==> src/core/timer8_pkg.sv <==
package timer8_pkg;
  // register offsets on the plain register port
  localparam logic [2:0] ADDR_CTRL_A = 3'h0;
  localparam logic [2:0] ADDR_CTRL_B = 3'h1;
  localparam logic [2:0] ADDR_COUNT = 3'h2;
  localparam logic [2:0] ADDR_CMP_A = 3'h3;
  localparam logic [2:0] ADDR_CMP_B = 3'h4;
  localparam logic [2:0] ADDR_FLAGS = 3'h5;
  localparam logic [2:0] ADDR_IRQ_EN = 3'h6;
  // timer_control_a fields
  localparam int ACT_A_POS = 6;
  localparam int ACT_B_POS = 4;
  localparam int WGM_LO_POS = 0;
  // timer_control_b fields
  localparam int FORCE_A_POS = 7;
  localparam int FORCE_B_POS = 6;
  localparam int WGM_HI_POS = 3;
  localparam int CS_POS = 0;
  // flag and enable positions
  localparam int FLAG_OVF_POS = 0;
  localparam int FLAG_A_POS = 1;
  localparam int FLAG_B_POS = 2;
  // reset values and fixed counts
  localparam logic [7:0] RESET_BYTE = 8'h00;
  localparam logic [7:0] COUNT_MAX = 8'hff;
  localparam logic [7:0] COUNT_BOTTOM = 8'h00;
  localparam logic [2:0] CS_STOPPED = 3'h0;
  localparam logic [1:0] ACT_NONE = 2'h0;
  localparam logic [1:0] ACT_TOGGLE = 2'h1;
  localparam logic [1:0] ACT_CLEAR = 2'h2;
  localparam logic [1:0] ACT_SET = 2'h3;
  // waveform modes
  localparam logic [2:0] WGM_NORMAL = 3'h0;
  localparam logic [2:0] WGM_PC_MAX = 3'h1;
  localparam logic [2:0] WGM_CTC = 3'h2;
  localparam logic [2:0] WGM_FAST_MAX = 3'h3;
  localparam logic [2:0] WGM_PC_CMP = 3'h5;
  localparam logic [2:0] WGM_FAST_CMP = 3'h7;
  // prescaler divide counts per clock select code 2..5
  localparam int DIV_8 = 8;
  localparam int DIV_64 = 64;
  localparam int DIV_256 = 256;
  localparam int DIV_1024 = 1024;
endpackage

==> src/core/timer8_core.sv <==
// What this block does
// [RULE1] each tick clears, increments or decrements count
// [RULE2] bottom and top indications from count
// [RULE3] clock select zero stops the counter
// [RULE4] count readable and writable at any time
// [RULE5] software count write beats counting
// [RULE6] three-bit mode split across two controls
// [RULE7] comparator matches count against both channels
// [RULE8] match sets flag at the matching tick, one core clock later
// [RULE9] flag clears on service or one-write
// [RULE10] compare double buffered only in PWM
// [RULE11] access reaches buffer or active value
// [RULE12] force strobe acts like match, non-PWM
// [RULE13] count write blocks matches next tick
// [RULE14] software avoids zero load while downcounting
// [RULE15] output state survives mode changes
// [RULE16] output action bits apply immediately
// [RULE17] reset clears output states
// [RULE18] nonzero action overrides port output value
// [RULE19] action zero leaves output state alone
// [RULE20] action bits never change counting
// [RULE21] mode 0 increments and wraps
// [RULE22] overflow flag set when count wraps
// [RULE23] top is max or compare A
// [RULE24] mode 2 clears on compare A
// [RULE25] modes 3 and 7 fast PWM
// [RULE26] modes 1 and 5 phase correct PWM
// [RULE27] force ignored in PWM, reads zero
//
// Strobed register access and the placing of the registers are this design's own decisions.
`timescale 1ns/1ps
module timer8_core (
  input wire logic I_CORE_CLK,
  input wire logic I_RST,
  input wire logic [2:0] I_ADDR,
  input wire logic [7:0] I_WDATA,
  input wire logic I_WR,
  input wire logic I_RD,
  input wire logic I_EXT_CLK,
  input wire logic [2:0] I_SRV_ACK,
  input wire logic [1:0] I_PORT_VALUE,
  input wire logic [1:0] I_PIN_DIR,
  output logic [7:0] O_RDATA,
  output logic [2:0] O_IRQ,
  output logic [1:0] O_PIN_OUT,
  output logic [1:0] O_PIN_OE,
  output logic O_AT_TOP,
  output logic O_AT_BOTTOM
);
  import timer8_pkg::*;

  logic [7:0] ctrl_a_reg;
  logic [7:0] ctrl_b_reg;
  logic [7:0] count_reg;
  logic [7:0] count_next;
  logic [7:0] compare_reg_a;
  logic [7:0] compare_reg_b;
  logic [7:0] buf_a_reg;
  logic [7:0] buf_b_reg;
  logic [2:0] flags_reg;
  logic [2:0] flags_next;
  logic [2:0] irq_en_reg;
  logic [1:0] out_state_reg;
  logic [1:0] out_state_next;
  logic down_reg;
  logic block_reg;
  logic [9:0] pre_reg;
  logic [2:0] ext_sync_reg;
  logic [7:0] rdata_reg;

  //////////////////////////////////////////////////////////////////////
  // decode
  wire [2:0] waveform_mode_field = {ctrl_b_reg[WGM_HI_POS], ctrl_a_reg[WGM_LO_POS +: 2]}; // RULE6
  wire [2:0] clock_select_field = ctrl_b_reg[CS_POS +: 3];
  wire [1:0] act_a = ctrl_a_reg[ACT_A_POS +: 2];
  wire [1:0] act_b = ctrl_a_reg[ACT_B_POS +: 2];
  wire is_fast = (waveform_mode_field == WGM_FAST_MAX) || (waveform_mode_field == WGM_FAST_CMP);
  wire is_pc = (waveform_mode_field == WGM_PC_MAX) || (waveform_mode_field == WGM_PC_CMP);
  wire is_pwm = is_fast || is_pc;
  wire top_from_a = (waveform_mode_field == WGM_FAST_CMP) ||
                    (waveform_mode_field == WGM_PC_CMP) || (waveform_mode_field == WGM_CTC);
  wire [7:0] top_value = top_from_a ? compare_reg_a : COUNT_MAX; // RULE23
  wire at_top = (count_reg == top_value); // RULE2
  wire at_bottom = (count_reg == COUNT_BOTTOM); // RULE2
  wire wr_count = I_WR && (I_ADDR == ADDR_COUNT);
  wire wr_cmp_a = I_WR && (I_ADDR == ADDR_CMP_A);
  wire wr_cmp_b = I_WR && (I_ADDR == ADDR_CMP_B);
  wire wr_flags = I_WR && (I_ADDR == ADDR_FLAGS);
  wire wr_ctrl_b = I_WR && (I_ADDR == ADDR_CTRL_B);

  //////////////////////////////////////////////////////////////////////
  // timer tick: prescaler or synchronised external edge
  wire ext_rise = ext_sync_reg[1] && !ext_sync_reg[2];
  wire ext_fall = !ext_sync_reg[1] && ext_sync_reg[2];
  logic timer_tick;
  always_comb begin
    unique case (clock_select_field)
      3'h0: timer_tick = 1'b0; // RULE3
      3'h1: timer_tick = 1'b1;
      3'h2: timer_tick = (pre_reg[2:0] == 3'h7);
      3'h3: timer_tick = (pre_reg[5:0] == 6'h3f);
      3'h4: timer_tick = (pre_reg[7:0] == 8'hff);
      3'h5: timer_tick = (pre_reg == 10'h3ff);
      3'h6: timer_tick = ext_fall;
      3'h7: timer_tick = ext_rise;
    endcase
  end

  always_ff @(posedge I_CORE_CLK or posedge I_RST) begin
    if (I_RST) begin
      pre_reg <= 10'h000;
      ext_sync_reg <= 3'h0;
    end else begin
      // prescaler free runs; dividers share one counter
      pre_reg <= pre_reg + 10'h001;
      ext_sync_reg <= {ext_sync_reg[1:0], I_EXT_CLK};
    end
  end

  //////////////////////////////////////////////////////////////////////
  // counter
  wire dir_down_next = is_pc && (at_top ? 1'b1 : (at_bottom ? 1'b0 : down_reg)); // RULE26
  always_comb begin // RULE20
    count_next = count_reg;
    if (wr_count) begin
      count_next = I_WDATA; // RULE4 RULE5
    end else if (timer_tick) begin // RULE1
      if (is_pc) begin
        count_next = dir_down_next ? count_reg - 8'h01 : count_reg + 8'h01;
      end else if ((waveform_mode_field == WGM_CTC) || is_fast) begin
        count_next = at_top ? COUNT_BOTTOM : count_reg + 8'h01; // RULE24 RULE25
      end else begin
        count_next = count_reg + 8'h01; // RULE21
      end
    end
  end

  //////////////////////////////////////////////////////////////////////
  // compare and output state
  // matches gated by tick and by the write block of the previous tick
  wire match_ok = timer_tick && !block_reg; // RULE13
  wire match_a = match_ok && (count_reg == compare_reg_a); // RULE7
  wire match_b = match_ok && (count_reg == compare_reg_b); // RULE7
  wire force_a = wr_ctrl_b && I_WDATA[FORCE_A_POS] && !is_pwm; // RULE12 RULE27
  wire force_b = wr_ctrl_b && I_WDATA[FORCE_B_POS] && !is_pwm; // RULE12 RULE27
  wire bottom_tick = timer_tick && at_top && is_fast;

  function automatic logic next_out(input logic cur, input logic [1:0] act, input logic hit,
                                    input logic fast_bot, input logic pc, input logic down);
    logic r;
    r = cur;
    if (hit && act != ACT_NONE) begin // RULE19
      unique case (act)
        ACT_TOGGLE: r = !cur;
        ACT_CLEAR: r = pc ? down : 1'b0;
        ACT_SET: r = pc ? !down : 1'b1;
        default: r = cur;
      endcase
    end else if (fast_bot && act[1]) begin
      // fast PWM: the wrap to bottom restores the opposite level
      r = !act[0];
    end
    return r;
  endfunction

  always_comb begin
    // action bits read live, never buffered
    out_state_next[0] = next_out(out_state_reg[0], act_a, match_a || force_a, // RULE16
                                 bottom_tick, is_pc, down_reg);
    out_state_next[1] = next_out(out_state_reg[1], act_b, match_b || force_b,
                                 bottom_tick, is_pc, down_reg);
  end

  //////////////////////////////////////////////////////////////////////
  // flags
  always_comb begin
    flags_next = flags_reg & ~I_SRV_ACK; // RULE9
    if (wr_flags) begin
      flags_next = flags_next & ~I_WDATA[2:0]; // RULE9
    end
    // set wins over clear
    if (match_a) begin
      flags_next[FLAG_A_POS] = 1'b1; // RULE8
    end
    if (match_b) begin
      flags_next[FLAG_B_POS] = 1'b1; // RULE8
    end
    if (timer_tick && !wr_count) begin
      if (is_pc ? (count_next == COUNT_BOTTOM && count_reg != COUNT_BOTTOM)
                : (is_fast ? at_top
                           : (count_reg == COUNT_MAX && count_next == COUNT_BOTTOM))) begin
        flags_next[FLAG_OVF_POS] = 1'b1; // RULE22
      end
    end
  end

  //////////////////////////////////////////////////////////////////////
  // register file and state
  // buffered update in PWM at top (fast) or top (phase correct) tick
  wire load_buf = is_pwm && timer_tick && at_top; // RULE10

  always_ff @(posedge I_CORE_CLK or posedge I_RST) begin
    if (I_RST) begin
      ctrl_a_reg <= RESET_BYTE;
      ctrl_b_reg <= RESET_BYTE;
      irq_en_reg <= 3'h0;
    end else if (I_WR && I_ADDR == ADDR_CTRL_A) begin
      ctrl_a_reg <= I_WDATA;
    end else if (wr_ctrl_b) begin
      ctrl_b_reg <= {2'b00, I_WDATA[5:0]}; // RULE27
    end else if (I_WR && I_ADDR == ADDR_IRQ_EN) begin
      irq_en_reg <= I_WDATA[2:0];
    end
  end

  always_ff @(posedge I_CORE_CLK or posedge I_RST) begin
    if (I_RST) begin
      buf_a_reg <= RESET_BYTE;
      buf_b_reg <= RESET_BYTE;
      compare_reg_a <= RESET_BYTE;
      compare_reg_b <= RESET_BYTE;
    end else begin
      if (wr_cmp_a) begin
        buf_a_reg <= I_WDATA; // RULE11
      end
      if (wr_cmp_b) begin
        buf_b_reg <= I_WDATA; // RULE11
      end
      if (!is_pwm) begin
        compare_reg_a <= wr_cmp_a ? I_WDATA : compare_reg_a; // RULE11
        compare_reg_b <= wr_cmp_b ? I_WDATA : compare_reg_b;
      end else if (load_buf) begin
        compare_reg_a <= buf_a_reg; // RULE10
        compare_reg_b <= buf_b_reg;
      end
    end
  end

  always_ff @(posedge I_CORE_CLK or posedge I_RST) begin
    if (I_RST) begin
      count_reg <= RESET_BYTE;
      down_reg <= 1'b0;
      block_reg <= 1'b0;
      flags_reg <= 3'h0;
      out_state_reg <= 2'b00; // RULE17
    end else begin
      count_reg <= count_next;
      if (timer_tick) begin
        down_reg <= dir_down_next;
      end
      // held until the next tick, so a stopped timer still blocks
      block_reg <= wr_count ? 1'b1 : (timer_tick ? 1'b0 : block_reg); // RULE13
      flags_reg <= flags_next;
      out_state_reg <= out_state_next; // RULE15
    end
  end

  //////////////////////////////////////////////////////////////////////
  // read port
  logic [7:0] rd_mux;
  always_comb begin
    unique case (I_ADDR)
      ADDR_CTRL_A: rd_mux = ctrl_a_reg;
      ADDR_CTRL_B: rd_mux = ctrl_b_reg; // RULE27
      ADDR_COUNT: rd_mux = count_reg; // RULE4
      ADDR_CMP_A: rd_mux = is_pwm ? buf_a_reg : compare_reg_a; // RULE11
      ADDR_CMP_B: rd_mux = is_pwm ? buf_b_reg : compare_reg_b;
      ADDR_FLAGS: rd_mux = {5'h00, flags_reg};
      ADDR_IRQ_EN: rd_mux = {5'h00, irq_en_reg};
      default: rd_mux = 8'h00;
    endcase
  end

  always_ff @(posedge I_CORE_CLK or posedge I_RST) begin
    if (I_RST) begin
      rdata_reg <= 8'h00;
    end else begin
      rdata_reg <= I_RD ? rd_mux : 8'h00;
    end
  end

  assign O_RDATA = rdata_reg;
  assign O_IRQ = flags_reg & irq_en_reg; // RULE8
  assign O_PIN_OUT[0] = (act_a != ACT_NONE) ? out_state_reg[0] : I_PORT_VALUE[0]; // RULE18
  assign O_PIN_OUT[1] = (act_b != ACT_NONE) ? out_state_reg[1] : I_PORT_VALUE[1]; // RULE18
  assign O_PIN_OE = I_PIN_DIR; // RULE18
  assign O_AT_TOP = at_top;
  assign O_AT_BOTTOM = at_bottom;

  // helper: a count write stays pending until the next tick, however long that takes
  logic wr_pending_chk;
  always_ff @(posedge I_CORE_CLK or posedge I_RST) begin
    if (I_RST) begin
      wr_pending_chk <= 1'b0;
    end else if (wr_count) begin
      wr_pending_chk <= 1'b1;
    end else if (timer_tick) begin
      wr_pending_chk <= 1'b0;
    end
  end
endmodule

==> config.mk <==
export PLATFORM = sky130hd
export DESIGN_NAME = timer8_core
export DESIGN_NICKNAME = d
export VERILOG_FILES = /design/src/core/timer8_pkg.sv /design/src/core/timer8_core.sv
export SDC_FILE = /design/constraint.sdc
export NUM_CORES = 1
export LEC_CHECK = 0
export BUFFER_PORTS_ARGS = -buffer_cell sky130_fd_sc_hd__buf_2
export CORE_MARGIN = 5
export CORE_UTILIZATION = 54
export CTS_CLUSTER_DIAMETER = 200
export DETAILED_ROUTE_END_ITERATION = 16
export PLACE_DENSITY = 0.87
export SYNTH_ARGS = -nofsm -noshare
export SYNTH_HDL_FRONTEND = slang
export SYNTH_SLANG_ARGS = --single-unit
==> constraint.sdc <==
create_clock -name I_CORE_CLK -period 2.95 [get_ports I_CORE_CLK]
set_input_delay 0.295 -clock I_CORE_CLK [delete_from_list [all_inputs] [get_ports I_CORE_CLK]]
set_output_delay 0.295 -clock I_CORE_CLK [all_outputs]
set_load 0.05 [all_outputs]
Yosys cells after proc, flatten, opt, wreduce, memory -nomap -nowiden
Cells that the tools add are included.
- latch bits: 0
- memory bits (read-only): 0
- register bits after elaboration: 85
- word-level logic and storage cells: 164
- bits of input ports: 23
- RAM bits: 0
- output and inout port bits: 17
- memories: 0
- shift-type cells: 0
- $lt $le $gt $ge: 0
- multiplexer cells: 39
- eq/ne operators: 35
- reduce and logical (&&, ||, !) cells: 64
- add/sub/neg operators: 3
- multiply operators: 0
- div/mod/pow operators: 0
- bitwise logic cells: 7
- operators with widths (cell ; count):
    $mux W8 ; 16
    $pmux W8 S7 ; 1
    $eq A3 B3 Y1 const B ; 10
    $logic_and A1 B1 Y1 ; 28
    $eq A8 B8 Y1 ; 3
    $eq A3 B2 Y1 const B ; 6
    $mux W1 ; 18
    $eq A8 B8 Y1 const B ; 2
    $logic_not A8 Y1 ; 2
    $reduce_bool A2 Y1 ; 7
    $add A10 B1 Y10 const B ; 1
    $eq A10 B10 Y1 const B ; 1
    $logic_not A1 Y1 ; 10
    $reduce_and A2 Y1 ; 5
    $and A3 B3 Y3 ; 3
    $eq A3 B1 Y1 const B ; 3
    $add A8 B1 Y8 const B ; 1
    $eq A2 B2 Y1 const B ; 4
    $logic_or A1 B1 Y1 ; 8
    $ne A4 B1 Y1 const B ; 2
    $pmux W1 S8 ; 1
    $reduce_bool A8 Y1 ; 1
    $sub A8 B1 Y8 const B ; 1
    $eq A6 B6 Y1 const B ; 1
    8 further kinds ; 13

Depth between registers and ports, before layout
- word-level depth: 17
- gate-level depth with buffers: 12
- gate-level depth less buffers: 12

Worst setup path before layout
No wires, ideal clock.
- kind: flip-flop to flip-flop
- start point: register pre_reg[0]
- end point: register flags_reg[0]
- path slack: 0.059 ns
- setup time: 0.092 ns
- buffers on the path: 0
- data required time: 2.858 ns
- clock period less this slack: 2.891 ns
- arrival: 2.800 ns
- stages on the path, launching flop included: 11
- cells stage by stage: dfrtp_1 -> ha_1 -> ha_1 -> or3b_1 -> nand3_1 -> a222oi_1 -> nor3_1 -> o22a_1 -> or4_1 -> a2111o_1 -> o31ai_2
- longest elaborated chain between the ends: 10
- elaborated cells between the ends (all ways): 15
- classes of those cells: 4 x eq/ne; 7 x mux; 4 x reduce/logical
- ends and longest elaborated chain (what ; line ; text):
    start: declaration ; timer8_core.sv:67 ; logic [9:0] pre_reg;
    start signal: assignment ; timer8_core.sv:115 ; pre_reg <= pre_reg + 10'h001;
    $eq A10 B10 Y1, or another cell as far along ; timer8_core.sv:103 ; 3'h5: timer_tick = (pre_reg == 10'h3ff);
    $pmux W1 S8 * ; timer8_core.sv:97 ; unique case (clock_select_field)
    $mux W8 * ; timer8_core.sv:127 ; end else if (timer_tick) begin
    $mux W8 * ; timer8_core.sv:125 ; if (wr_count) begin
    net count_next[0] ; timer8_core.sv:55 ; logic [7:0] count_next;
    $logic_not A8 Y1 * ; timer8_core.sv:189, timer8_core.sv:191 ;
    $logic_and A1 B1 Y1 ; timer8_core.sv:191 ; : (count_reg == COUNT_MAX && count_next == COUNT_BOTTOM))) begin
    $mux W1 ; timer8_core.sv:190 ; : (is_fast ? at_top
    $mux W1 * (2 in series) ; timer8_core.sv:189 ; if (is_pc ? (count_next == COUNT_BOTTOM && count_reg != COUNT_BOTTOM)
    $mux W1 * ; timer8_core.sv:188 ; if (timer_tick && !wr_count) begin
    net flags_next[0] ; timer8_core.sv:61 ; logic [2:0] flags_next;
    end signal: assignment ; timer8_core.sv:253 ; flags_reg <= flags_next;
    end: declaration ; timer8_core.sv:60 ; logic [2:0] flags_reg;
Mark *: on every way through the listed nets, which the timed path passes. The rest lies on a longest branch.
A chain may end at the register's enable or synchronous reset.

Worst setup path after layout
Same ends and word-level chain as after synthesis.

==> impl_metrics.yaml <==
worst_setup_path:
  critPathArrivalTime_ps: 3140
  crit_slowest_cell: "or4_1"
  crit_type: "flip-flop to flip-flop"
  cp.required_ps: 3220
  crit_chain: "ha_2 > ha_1 > or3b_1 > nand3_1 > a222oi_1 > buf_4 > inv_1 > o21ai_1 > o22a_1 > or4_1 > a2111o_1 > o31ai_2"
  cpPeakStageDelay_ps: 510
  crit_fanout: 7
  cp-end-kind: "flip-flop"
  start_kind: "flip-flop"
timing:
  max_freq_ghz: 0.3486
  hold_viol: 5
  hold-worst-slack_ps: -5.760
  skew_ps: 12.29
  setup_violations: 0
  finalCriticalPeriod_ps: 2869
  rsz0062_at_grt: "true"
  worstMarginPinSlew_ps: 666.1
  slew_violations: 0
  maxSlewHeadroom: 0.5554
  timing.final.crit_share: 0.9724
global_routing:
  grt_overflow: 0
  antenna_found_initial: 0
  grt_pass1_vias: 4249
  grtUsageTotal: 0.2570
  top_usage_layer: "met2"
  grt_util_met1: 0.3493
  grt_max_degree: 50
  met3_usage: 0.04707
  met2_usage: 0.4066
  grt_pass1_wl_um: 22600
layout:
  syn2layout_area_growth_pct: 13.92
  layout.nets: 602
  drive_above_1_share: 0.2552
  mostFrequentLayoutCell: "dfrtp_1"
  mostFrequentLayoutCells: "dfrtp_1, nand2_1, nor2_1"
  diodes: 0
  largest_reg_flops: 10
status:
  violations: "hold timing"
  outcome: "finished with violations"
synth:
  yosys_warnings: 0
  synthesis.instances: 524
  synth_edf_count: 0
  synth_ff_type: "dfrtp_1"
  syn-cell-area_um2: 4926
  synth_area_leaders: "dfrtp_1, mux2_2, nand2_1"
  ys_types: 65
  synth_top_area_cell: "dfrtp_1"
  avgSynthCellArea_um2: 9.401
  synth_top_area_share: 0.4318
  ys_ff_latch: 85
  async_flop_share: 1.000
  ys_seq_area_frac: 0.4318
  synth.net_count: 555
floorplan:
  chipWidth_um: 105.5
  dieArea_um2: 11130
  coreArea_um2: 8806
  row_count: 34
  io_pins: 40
  die_h_um: 105.5
  start_util: 0.5594
route:
  drtIter0Drc: 439
  drt-pass1-iter-count: 7
  antenna_left: 0
  via_per_inst: 6.509
  drt-total-wl_um: 14190
  vias: 4452
  avgRoutedWirePerCell_um: 20.75
  drc: 0
run:
  drv_cap: 0
clock_network:
  clkTransAtPathRegs_ps: 90
  postCtsHoldBufs: 0
  h-tree-depth: 3
  insertion_delay_ps: 360
  cts_buffers: 9
  cts.root.buffer_cell: "clkbuf_8"
  cts_tree: "done"
  cts.sinks: 85
  clk_path_buf_depth: 2
placement:
  place.gp.congestion: 1.018
  numPortBuffers: 35
  dp_hpwl_um: 10020
power:
  leakagePower_uw: 0.002464
  vdd_ir_drop_max_v: 0.0004521
  p_per_area_nw_per_um2: 815.0
  fin_total_pwr_uw: 4573
hold_path:
  hp-class: "input pin to async pin"
## synthesized netlist by cell type, drive strengths merged, types with 4 or more instances
| master | count |
|---|---|
| a221oi | 7 |
| xnor2 | 12 |
| clkbuf | 15 |
| nand4 | 4 |
| xor2 | 12 |
| o21a | 4 |
| nand2 | 55 |
| nand3 | 20 |
| nor3 | 13 |
| buf | 14 |
| o21ai | 37 |
| ha | 8 |
| nor2 | 46 |
| nor2b | 13 |
| a31oi | 5 |
| nand2b | 13 |
| a22oi | 7 |
| mux2 | 39 |
| dfrtp | 85 |
| a21oi | 39 |
| and2 | 7 |
| mux2i | 10 |
| inv | 15 |
## repair_timing
action / 4_1_cts / 5_1_grt
setup endpoints to repair: 0 / 17
buffers inserted: 0 / 0
gates resized for setup: 0 / 8
## routing by layer
metal	routed length, um	vias up
li1	-	1956
met1	5537	2152
met2	6800	280
met3	1258	64
met4	595	0
met5	0	-
## worst paths after layout
kind | slack [ps] | cells after the start | start | to
setup / recovery | 80 | 12 | pre_reg[0]$_DFF_PP0_ | flags_reg[0]$_DFF_PP0_
hold / removal | -6 | 2 | I_RST | buf_a_reg[1]$_DFFE_PP0P_
setup reg to reg | 80 | 12 | pre_reg[0]$_DFF_PP0_ | flags_reg[0]$_DFF_PP0_
hold reg to reg | 360 | 0 | ext_sync_reg[0]$_DFF_PP0_ | ext_sync_reg[1]$_DFF_PP0_
max in group asynchronous | 2260 | 3 | I_RST | count_reg[7]$_DFF_PP0_
min in group I_CORE_CLK | 30 | 1 | I_EXT_CLK | ext_sync_reg[0]$_DFF_PP0_
## where the power goes
part	internal, uW	switching [uW]	total (uW)
logic	737	990	1730
registers	1440	374	1820
clock network	589	440	1030
## stage by stage
stage,area (um2),worst slack (ps),cells,TNS [ps],util
6_report,5612,81.32,684,0,0.6373
3_5_place_dp,5343,34.05,668,0,0.6067
3_3_place_gp,5343,156.6,668,0,0.6067
4_1_cts,5590,8.076,684,0,0.6348
2_1_floorplan,4926,58.62,524,0,-
5_1_grt,5612,-48.44,684,-48.44,0.6373
## layout make-up
cell class	instances	area (um2)
clock inverter	5	106.4
clock buffer	11	141.4
fill	687	3194
inverter	15	57.56
tap	108	135.1
multi-input combinational	395	2629
timing repair buffer	65	412.9
sequential	85	2130
## kinds of logic after synthesis
logic type	Yosys count	synth area share
adders and majority gates	8	0.02032
muxes	49	0.1095
xor gates and xnor gates	24	0.04267
AOI/OAI and AO/OA	127	0.1684
and+or+nand+nor	187	0.1887
DFF	85	0.4318
buffers and inverters	44	0.03861
## worst max-delay path: cells and delay by family, from the launching register on
family	cells	cell delay [ps]
buffers and inverters	2	260
adders and majority gates	2	350
DFF	1	410
and+or+nand+nor	3	920
AOI/OAI and AO/OA	5	830
Power figures use the tool's default switching activity.
